--- config.mk ---
export PLATFORM = sky130hd
export DESIGN_NAME = qrs_uart
export DESIGN_NICKNAME = d
export VERILOG_FILES = /design/src/qrs_uart.v
export VERILOG_INCLUDE_DIRS = /design/src
export SDC_FILE = /design/constraint.sdc
export NUM_CORES = 2
export LEC_CHECK = 0
export ABC_CLOCK_PERIOD_IN_PS = 3600
export BUFFER_PORTS_ARGS = -buffer_cell sky130_fd_sc_hd__buf_4
export CORE_MARGIN = 1.5
export CORE_UTILIZATION = 48
export DETAILED_ROUTE_END_ITERATION = 10
export GPL_ROUTABILITY_DRIVEN = 0
export PLACE_DENSITY = 0.62
export RECOVER_POWER = 25
export SLEW_MARGIN = 5
export SYNTH_ARGS = -nofsm -noshare
export SYNTH_HDL_FRONTEND = slang
export SYNTH_HIERARCHICAL = 1
export SYNTH_SLANG_ARGS = --single-unit
--- constraint.sdc ---
create_clock -name mclk -period 3.6 [get_ports mclk]
set_clock_uncertainty 0.2 [all_clocks]
set_input_delay 0 -clock mclk [delete_from_list [all_inputs] [get_ports mclk]]
set_output_delay 0 -clock mclk [all_outputs]
set_load 0.03 [all_outputs]
--- src/qrs_uart_regs.vh ---
/*
  Constants for the four-port serial adapter: register offsets, field
  positions, reset values and baud timing. Included by the design file.
*/
`ifndef QRS_UART_REGS_VH
`define QRS_UART_REGS_VH

// Register offsets inside one port window
`define QRS_OFF_DATA 3'h0
`define QRS_OFF_DIVH 3'h1
`define QRS_OFF_IDENT 3'h2
`define QRS_OFF_FMT 3'h3
`define QRS_OFF_HSK 3'h4
`define QRS_OFF_FLAGS 3'h5
// First port spans 16 bytes, the others 8
`define QRS_SPAN_WIDE_BITS 4'd4
`define QRS_SPAN_NARROW_BITS 4'd3

// Frame format control fields
`define QRS_FMT_DLS 7
`define QRS_FMT_STOP2 2
`define QRS_FMT_PAR_EN 3
`define QRS_FMT_PAR_EVEN 4
`define QRS_FMT_PAR_STICK 5
`define QRS_FMT_BREAK 6
// Handshake line control: request-to-send
`define QRS_HSK_RTS 1
// Condition flags
`define QRS_FLG_READY 0
`define QRS_FLG_OVERRUN 1
`define QRS_FLG_PARITY 2
`define QRS_FLG_FRAMING 3
`define QRS_FLG_THR_EMPTY 5
`define QRS_FLG_TX_IDLE 6
// Pending source codes
`define QRS_IDENT_NONE 8'h01
`define QRS_IDENT_THR 8'h02
`define QRS_IDENT_RX 8'h04

// Reset values
`define QRS_RST_DIV 16'h000C
`define QRS_RST_FMT 8'h03
`define QRS_RST_HSK 8'h00
`define QRS_RST_EN 8'h00

// Timing: 200 MHz core clock, 1.8432 MHz reference, 16x oversampling
`define QRS_MCLK_HZ 32'd200000000
`define QRS_REF_HZ 32'd1843200
`define QRS_FOURFOLD 3'd4
`define QRS_OVERSAMPLE 4'hF
`define QRS_HALF_BIT 4'h7

`endif

--- src/qrs_uart.v ---
/*
  Four-port RS-422 serial adapter: host I/O decode and four UART cores.
  Assumes byte-wide host I/O strobes synchronous to mclk, base addresses
  supplied by system configuration, and line inputs already synchronous.
*/
`timescale 1ns/1ps
`include "qrs_uart_regs.vh"

module qrs_port (
  input wire mclk,
  input wire resetn,
  input wire tick16,
  input wire sel,
  input wire wr,
  input wire rd,
  input wire [2:0] off,
  input wire [7:0] wdata,
  output reg [7:0] rdata,
  input wire auto_mode,
  input wire rxd,
  output reg txd,
  output wire tx_de
);
  localparam S_IDLE = 3'd0;
  localparam S_START = 3'd1;
  localparam S_DATA = 3'd2;
  localparam S_PAR = 3'd3;
  localparam S_STOP = 3'd4;
  localparam S_HOLD = 3'd5;

  // Bits in a character for the format field
  function [3:0] char_len;
    input [1:0] dls;
    begin
      char_len = {2'b00, dls} + 4'd5;
    end
  endfunction

  // Parity bit for data, odd/even/stick modes
  function par_bit;
    input [7:0] d;
    input even;
    input stick;
    begin
      par_bit = stick ? ~even : (even ? ^d : ~^d);
    end
  endfunction

  reg [15:0] div_r;
  reg [7:0] fmt_r, hsk_r, en_r;
  reg [15:0] dcnt_r;
  reg btick_r;
  wire dsel = fmt_r[`QRS_FMT_DLS];
  wire [3:0] nbits = char_len(fmt_r[1:0]);
  wire [7:0] dmask = 8'hFF >> (4'd8 - nbits);
  wire wr_data = sel && wr && off == `QRS_OFF_DATA && !dsel;
  wire rd_data = sel && rd && off == `QRS_OFF_DATA && !dsel;

  // Divisor counter: one pulse per 16x sample period
  // divide reference by divisor, 16 samples per bit
  always @(posedge mclk)
  begin
    if (!resetn)
    begin
      dcnt_r <= 16'h0000;
      btick_r <= 1'b0;
    end
    else
    begin
      btick_r <= 1'b0;
      if (tick16)
      begin
        if (dcnt_r + 16'h0001 >= div_r)
        begin
          dcnt_r <= 16'h0000;
          btick_r <= 1'b1;
        end
        else
          dcnt_r <= dcnt_r + 16'h0001;
      end
    end
  end

  // Two-entry receive buffer: {framing, parity, data}
  reg [9:0] fifo_m [0:1];
  reg wp_r, rp_r;
  reg [1:0] cnt_r;
  wire push_valid;
  wire push_ready = cnt_r != 2'd2;
  wire pop_valid = cnt_r != 2'd0;
  // a data read pops one entry, or none while the buffer is empty
  wire pop_ready = rd_data;
  wire [9:0] push_word;
  wire [9:0] head = fifo_m[rp_r];
  wire push = push_valid && push_ready;
  wire pop = pop_valid && pop_ready;

  always @(posedge mclk)
  begin
    if (!resetn)
    begin
      wp_r <= 1'b0;
      rp_r <= 1'b0;
      cnt_r <= 2'd0;
    end
    else
    begin
      if (push)
        wp_r <= ~wp_r;
      if (pop)
        rp_r <= ~rp_r;
      cnt_r <= cnt_r + {1'b0, push} - {1'b0, pop};
    end
  end

  // Storage needs no reset; reads are gated by the count
  always @(posedge mclk)
  begin
    if (push)
      fifo_m[wp_r] <= push_word;
  end

  // Receiver
  reg [2:0] rst_r;
  reg [3:0] rsmp_r, rbit_r;
  reg [7:0] rsh_r;
  reg rpe_r, rfe_r, ovr_r;
  assign push_valid = rst_r == S_HOLD;
  assign push_word = {rfe_r, rpe_r, (rsh_r >> (4'd8 - nbits)) & dmask};
  wire rd_flags = sel && rd && off == `QRS_OFF_FLAGS;
  // A start edge while a character waits in S_HOLD on a full buffer cannot be taken
  wire ovr_set = rst_r == S_HOLD && !push_ready && !rxd;

  always @(posedge mclk)
  begin
    if (!resetn)
    begin
      rst_r <= S_IDLE;
      rsmp_r <= 4'h0;
      rbit_r <= 4'h0;
      rsh_r <= 8'h00;
      rpe_r <= 1'b0;
      rfe_r <= 1'b0;
      ovr_r <= 1'b0;
    end
    else
    begin
      // Overrun is sticky; a new event beats the clearing read
      if (ovr_set)
        ovr_r <= 1'b1;
      else if (rd_flags)
        ovr_r <= 1'b0;
      if (btick_r)
        rsmp_r <= rsmp_r + 4'h1;
      case (rst_r)
        S_IDLE:
          if (btick_r && !rxd)
          begin
            rst_r <= S_START;
            rsmp_r <= 4'h0;
          end
        S_START:
          // Recheck mid-bit to reject glitches
          if (btick_r && rsmp_r == `QRS_HALF_BIT)
          begin
            rst_r <= rxd ? S_IDLE : S_DATA;
            rsmp_r <= 4'h0;
            rbit_r <= 4'h0;
            rpe_r <= 1'b0;
          end
        S_DATA:
          if (btick_r && rsmp_r == `QRS_OVERSAMPLE)
          begin
            rsh_r <= {rxd, rsh_r[7:1]};
            rbit_r <= rbit_r + 4'h1;
            if (rbit_r + 4'h1 == nbits)
              rst_r <= fmt_r[`QRS_FMT_PAR_EN] ? S_PAR : S_STOP;
          end
        S_PAR:
          // check received parity against the mode
          if (btick_r && rsmp_r == `QRS_OVERSAMPLE)
          begin
            rpe_r <= rxd != par_bit((rsh_r >> (4'd8 - nbits)) & dmask,
              fmt_r[`QRS_FMT_PAR_EVEN], fmt_r[`QRS_FMT_PAR_STICK]);
            rst_r <= S_STOP;
          end
        S_STOP:
          if (btick_r && rsmp_r == `QRS_OVERSAMPLE)
          begin
            rfe_r <= !rxd;
            rst_r <= S_HOLD;
          end
        S_HOLD:
          // Stalls here while the buffer is full
          if (push_ready)
            rst_r <= S_IDLE;
        default:
          rst_r <= S_IDLE;
      endcase
    end
  end

  // Transmitter: holding register plus shifter
  reg [7:0] thr_r, tsh_r;
  reg thr_full_r;
  reg [2:0] tst_r;
  reg [3:0] tsmp_r, tbit_r;
  reg tstop_r;
  wire tx_busy = tst_r != S_IDLE;

  always @(posedge mclk)
  begin
    if (!resetn)
    begin
      thr_r <= 8'h00;
      thr_full_r <= 1'b0;
      tst_r <= S_IDLE;
      tsh_r <= 8'h00;
      tsmp_r <= 4'h0;
      tbit_r <= 4'h0;
      tstop_r <= 1'b0;
      txd <= 1'b1;
    end
    else
    begin
      // no data load while divisor select is set
      if (wr_data)
      begin
        thr_r <= wdata;
        thr_full_r <= 1'b1;
      end
      if (btick_r)
        tsmp_r <= tsmp_r + 4'h1;
      case (tst_r)
        S_IDLE:
        begin
          txd <= 1'b1;
          if (btick_r && thr_full_r && !wr_data)
          begin
            tsh_r <= thr_r & dmask;
            thr_full_r <= 1'b0;
            tst_r <= S_START;
            tsmp_r <= 4'h0;
            txd <= 1'b0;
          end
        end
        S_START:
          if (btick_r && tsmp_r == `QRS_OVERSAMPLE)
          begin
            tst_r <= S_DATA;
            tbit_r <= 4'h1;
            txd <= tsh_r[0];
          end
        S_DATA:
          if (btick_r && tsmp_r == `QRS_OVERSAMPLE)
          begin
            tbit_r <= tbit_r + 4'h1;
            if (tbit_r == nbits)
            begin
              // parity bit from the format mode
              tst_r <= fmt_r[`QRS_FMT_PAR_EN] ? S_PAR : S_STOP;
              txd <= fmt_r[`QRS_FMT_PAR_EN] ? par_bit(tsh_r,
                fmt_r[`QRS_FMT_PAR_EVEN], fmt_r[`QRS_FMT_PAR_STICK]) : 1'b1;
              tstop_r <= 1'b0;
            end
            else
              txd <= tsh_r[tbit_r[2:0]];
          end
        S_PAR:
          if (btick_r && tsmp_r == `QRS_OVERSAMPLE)
          begin
            tst_r <= S_STOP;
            txd <= 1'b1;
          end
        S_STOP:
          if (btick_r && tsmp_r == `QRS_OVERSAMPLE)
          begin
            if (fmt_r[`QRS_FMT_STOP2] && !tstop_r)
              tstop_r <= 1'b1;
            else
              tst_r <= S_IDLE;
          end
        default:
          tst_r <= S_IDLE;
      endcase
    end
  end

  // automatic mode drives the line whenever data is pending
  assign tx_de = auto_mode ? (tx_busy || thr_full_r) : hsk_r[`QRS_HSK_RTS];

  // Host writes to control registers
  always @(posedge mclk)
  begin
    if (!resetn)
    begin
      div_r <= `QRS_RST_DIV;
      fmt_r <= `QRS_RST_FMT;
      hsk_r <= `QRS_RST_HSK;
      en_r <= `QRS_RST_EN;
    end
    else if (sel && wr)
    begin
      case (off)
        // divisor select reroutes offsets 0 and 1
        `QRS_OFF_DATA:
          if (dsel)
            div_r[7:0] <= wdata;
        `QRS_OFF_DIVH:
          if (dsel)
            div_r[15:8] <= wdata;
          else
            en_r <= wdata;
        `QRS_OFF_FMT:
          fmt_r <= wdata;
        `QRS_OFF_HSK:
          hsk_r <= wdata;
        default:
          hsk_r <= hsk_r;
      endcase
    end
  end

  // Flags and pending source
  // ready while the buffer holds a character
  // holding empty, and holding empty with shifter idle, shown separately
  wire [7:0] flags = {1'b0, !tx_busy && !thr_full_r, !thr_full_r, 1'b0,
    pop_valid && head[9], pop_valid && head[8], ovr_r, pop_valid};
  // receive first, then holding empty, else none
  // receive code drops once the buffer empties
  wire [7:0] ident = (pop_valid && en_r[0]) ? `QRS_IDENT_RX :
    (!thr_full_r && en_r[1]) ? `QRS_IDENT_THR : `QRS_IDENT_NONE;

  // Read multiplexer; unused offsets read zero
  always @*
  begin
    case (off)
      `QRS_OFF_DATA: rdata = dsel ? div_r[7:0] : (pop_valid ? head[7:0] : 8'h00);
      `QRS_OFF_DIVH: rdata = dsel ? div_r[15:8] : en_r;
      `QRS_OFF_IDENT: rdata = ident;
      `QRS_OFF_FMT: rdata = fmt_r;
      `QRS_OFF_HSK: rdata = hsk_r;
      `QRS_OFF_FLAGS: rdata = flags;
      default: rdata = 8'h00;
    endcase
  end
endmodule // qrs_port

module qrs_uart #(
  // Arbitrary identification values
  parameter [15:0] VENDOR_CODE = 16'hA5A5,
  parameter [15:0] DEVICE_CODE = 16'h5A01
) (
  input wire mclk,
  input wire resetn,
  input wire [15:0] io_addr,
  input wire io_wr,
  input wire io_rd,
  input wire [7:0] io_wdata,
  output reg [7:0] io_rdata,
  output reg io_rvalid,
  input wire [63:0] base_addr,
  output wire [15:0] vendor_code,
  output wire [15:0] device_code,
  input wire fourfold_clock_range,
  input wire [3:0] auto_mode,
  input wire [3:0] rxd,
  output wire [3:0] txd,
  output wire [3:0] tx_de
);
  assign vendor_code = VENDOR_CODE;
  assign device_code = DEVICE_CODE;

  // Reference tick by phase accumulation; avoids a separate 1.8432 MHz clock
  reg [31:0] acc_r;
  reg ref_r;
  // range select multiplies the reference by four
  wire [31:0] step = fourfold_clock_range ? `QRS_REF_HZ * `QRS_FOURFOLD : `QRS_REF_HZ;
  always @(posedge mclk)
  begin
    if (!resetn)
    begin
      acc_r <= 32'h00000000;
      ref_r <= 1'b0;
    end
    else if (acc_r + step >= `QRS_MCLK_HZ)
    begin
      acc_r <= acc_r + step - `QRS_MCLK_HZ;
      ref_r <= 1'b1;
    end
    else
    begin
      acc_r <= acc_r + step;
      ref_r <= 1'b0;
    end
  end

  wire [31:0] prd;
  wire [3:0] hit;
  genvar i;
  generate
    for (i = 0; i < 4; i = i + 1)
    begin : g_port
      // first window 16 bytes, others 8
      wire [3:0] span = (i == 0) ? `QRS_SPAN_WIDE_BITS : `QRS_SPAN_NARROW_BITS;
      assign hit[i] = (io_addr >> span) == (base_addr[16*i+15:16*i] >> span);
      // Upper half of the wide window is reserved and inert
      wire live = hit[i] && !(i == 0 && io_addr[3]);
      qrs_port u_port (
        .mclk(mclk),
        .resetn(resetn),
        .tick16(ref_r),
        .sel(live),
        .wr(io_wr),
        .rd(io_rd),
        .off(io_addr[2:0]),
        .wdata(io_wdata),
        .rdata(prd[8*i+7:8*i]),
        .auto_mode(auto_mode[i]),
        .rxd(rxd[i]),
        .txd(txd[i]),
        .tx_de(tx_de[i])
      );
    end
  endgenerate

  // Registered read data, one cycle after the strobe; reserved reads zero
  always @(posedge mclk)
  begin
    if (!resetn)
    begin
      io_rdata <= 8'h00;
      io_rvalid <= 1'b0;
    end
    else
    begin
      io_rvalid <= io_rd;
      // Held between reads so a slow host still sees the last answer
      if (io_rd)
        io_rdata <= hit[0] ? (io_addr[3] ? 8'h00 : prd[7:0]) :
          hit[1] ? prd[15:8] : hit[2] ? prd[23:16] : hit[3] ? prd[31:24] : 8'h00;
    end
  end
endmodule // qrs_uart

==> qor.csv <==
stage,metric,value,unit
routing,ant_nets,0,
min_path,hp-start,base_addr[58],
global_route,grt_pass1_vias,24240,
clock_tree,h-tree-depth,3,
die,die_x,260.7,um
status,status,"finished, final reports clean",
timing,setup_viol,0,
worst_setup_path,reg2reg_from,acc_r[19],
routing,drt-pass1-iter-count,5,
cells_and_area,fin_nets,3880,
worst_setup_path,start_kind,register,
place,hpwlAfterDp,57440,um
synthesis,synth_top_cell_by_area,dfxtp_1,
synthesis,yosys_warnings,6,
clock_tree,cts_root_buffer,clkbuf_16,
timing,fin_crit_sh,0.9333,
cells_and_area,area_growth,12.96,%
synthesis,synth-seq-cells,569,
worst_setup_path,crit_start,acc_r[19],
timing,hold_viol_final,0,
timing,worst_pin_slew,1.450,ns
die,die-height,260.7,um
timing,finalMaxSlewViolations,0,
worst_setup_path,crit_type,register to register,
power,max-vdd-ir-drop,0.3105,mV
timing,rsz0062_at_grt,false,
clock_tree,cts_tree,done,
worst_setup_path,critPathArrivalTime,3.62,ns
power,power.leakage,13.40,nW
routing,wl_per_cell,18.32,um
die,die_area,67970,um^2
synthesis,ys.flop_type,dfxtp_1,
cells_and_area,drive_gt1_frac,0.1033,
clock_tree,postCtsSetupBuffers,0,
timing,slew_headroom,0.03218,
clock_tree,cts_buffers,67,
synthesis,yosysSeqAreaShare,0.3824,
power,p_total,14.99,mW
cells_and_area,largestRegisters,"g_port.u_port/fifo_m: 80 flops, g_port.u_port/dcnt_r: 64 flops, g_port.u_port/div_r: 64 flops",
synthesis,synth_edf_count,80,
run,drv_cap,0,
global_route,grt_max_degree,67,
worst_setup_path,cp.required,3.86,ns
power,p_per_area,416.2,nW/um^2
global_route,grt_use_total,0.2435,
clock_tree,path_clk_slew,0.06,ns
global_route,antenna_found_initial,2,
cells_and_area,regMostFlops,g_port.u_port/fifo_m,
worst_setup_path,crit_path_end_kind,register,
cells_and_area,largest_reg_flops,80,
synthesis,async_flop_share,0,
synthesis,yosysTopAreaCellShare,0.3071,
timing,fmax,297.6,MHz
routing,vias_per_cell,5.672,
worst_setup_path,path_max_fanout,7,
routing,vias,25980,
clock_tree,cts_sinks,569,
synthesis,synth_cell_type_count,97,
clock_tree,clk_path_buf_depth,3,
synthesis,syn_area_per_cell,8.930,um^2
die,initial_core_util,0.4849,
synthesis,netlist_area,31880,um^2
clock_tree,clkLatencyLatePin,0.60,ns
timing,setup_tns,0,ns
global_route,overflow,0,
routing,totalWireLength,83920,um
die,ios,150,
die,rows,94,
routing,drt_iter0_markers,1925,
synthesis,synth_area_leaders,"dfxtp_1 31%, mux2i_1 8.9%, edfxtp_1 7.5%, nor2_1 5.6%, ha_1 4.4%",
synthesis,netlist_instances,3570,
routing,drc,0,
die,core,65750,um^2
global_route,grt_first_pass_wirelength,132600,um
min_path,hold_class,primary input to register,
place,numPortBuffers,104,
timing,fin_crit,3.360,ns
timing repair:
| action | in CTS | in global routing |
|---|---|---|
| hold endpoints to repair | 269 | 0 |
| hold buffers | 27 | 0 |
| resized for setup | 0 | 5 |
| endpoints found under the setup margin | 0 | 8 |
power breakdown:
group	total (mW)	internal, mW	switching, mW	leakage [nW]
clock	6.94	4.20	2.74	1.10
combinational	1.46	0.547	0.911	7.61
sequential	6.59	6.49	0.0999	4.69
total	15.0	11.2	3.75	13.4
logic make-up (layout without fill, tap and decap cells):
kind of cell               Yosys count  after routing  share of synthesized area
and+or+nand+nor                   1330           1330                     0.2070
AOI/OAI and AO/OA                  639            639                     0.1316
DFF                                569            569                     0.3824
buffers and inverters              334            450                    0.04584
muxes                              332            332                     0.1174
xor gates and xnor gates           251            251                    0.07115
adders and majority gates          113            113                    0.04435
other                                2             33                  0.0002356
layer usage:
metal,GRT usage,vias to the layer above,wire (um)
met3,0.04643,130,5599
met1,0.3392,12320,39230
met4,0.07498,0,2013
li1,-,12840,-
met2,0.3804,699,37080
met5,0,-,0
cell usage in the layout, fill, tap and decap left out, drive strengths merged, types with 38 or more instances in the layout:
cell type  instances
dfxtp            489
a31oi             39
nand2b           101
o21ai            121
ha               113
a21oi            232
nor2             475
nor3              39
nand2            244
nand3b            38
inv              117
xor2             106
clkbuf           114
mux2i            284
edfxtp            80
buf              164
nand4             56
nand3            155
xnor2            141
synth_stat cells, types with 8 or more instances:
cell type and instances:
a21o_1 35, inv_1 111, nor3_1 37, buf_1 9, a2bb2oi_1 8, nand2_1 244
nand2b_1 98, a41oi_1 9, mux4_2 32, or4_1 11, or3_1 33, a31oi_1 39
or2_2 15, dfxtp_1 489, nand3_1 154, o221ai_1 8, and2_1 17, mux2i_1 284
nor3b_1 27, mux2_2 16, o211ai_1 28, xnor2_1 139, nor4_1 17, ha_1 113
a211oi_1 10, edfxtp_1 80, o22ai_1 10, nor2_1 474, buf_2 33, o21ai_0 113
nand4b_1 19, xor2_1 106, o21a_1 14, a21oi_1 231, nand4_1 56, buf_4 34
a22oi_1 17, nand3b_1 38, nor2b_1 18, clkbuf_1 135, and3_1 23, o22a_1 10
a221oi_1 18
final cells by class:
class | instances | area [um^2]
inverter | 117 | 439.2
antenna | 1 | 2.502
sequential | 569 | 12200
clock buffer | 91 | 1934
clock inverter | 28 | 299.0
tap | 864 | 1081
multi-input combinational | 2697 | 18400
timing repair buffer | 214 | 1664
fill | 6100 | 29730
final timing paths:
check                              endpoint  slack [ns]  depth (start not counted)
hold reg to reg   g_port[3].u_port/tsh_r[4]        0.26                          2
setup / recovery                  acc_r[12]        0.24                         11
setup reg to reg                  acc_r[12]        0.24                         11
hold / removal                     register        0.03                          9
critical path, stage by stage (launching register included):
cell	delay (ns)
dfxtp_1	0.30
ha_1	0.43
nand4_1	0.29
o21a_1	0.33
or4b_1	0.52
nand3_1	0.14
nor2_1	0.08
and3_1	0.22
buf_4	0.17
a2111oi_4	0.30
xnor2_1	0.16
nor2_1	0.06
through the flow:
stage / hold WS, ns / worst slack (ns) / cells / utilization / instance area, um^2
2_1_floorplan: -0.1044 / 0.4183 / 3600 / - / 31990
3_3_place_gp: 0.06406 / 0.3493 / 4434 / 0.5108 / 33580
3_5_place_dp: 0.06036 / 0.2645 / 4434 / 0.5108 / 33580
4_1_cts: 0.01116 / 0.2647 / 4580 / 0.5489 / 36090
5_1_grt: 0.08975 / 0.001521 / 4581 / 0.5477 / 36010
6_report: 0.02750 / 0.2402 / 4581 / 0.5477 / 36010
Power figures use the tool's default switching activity.
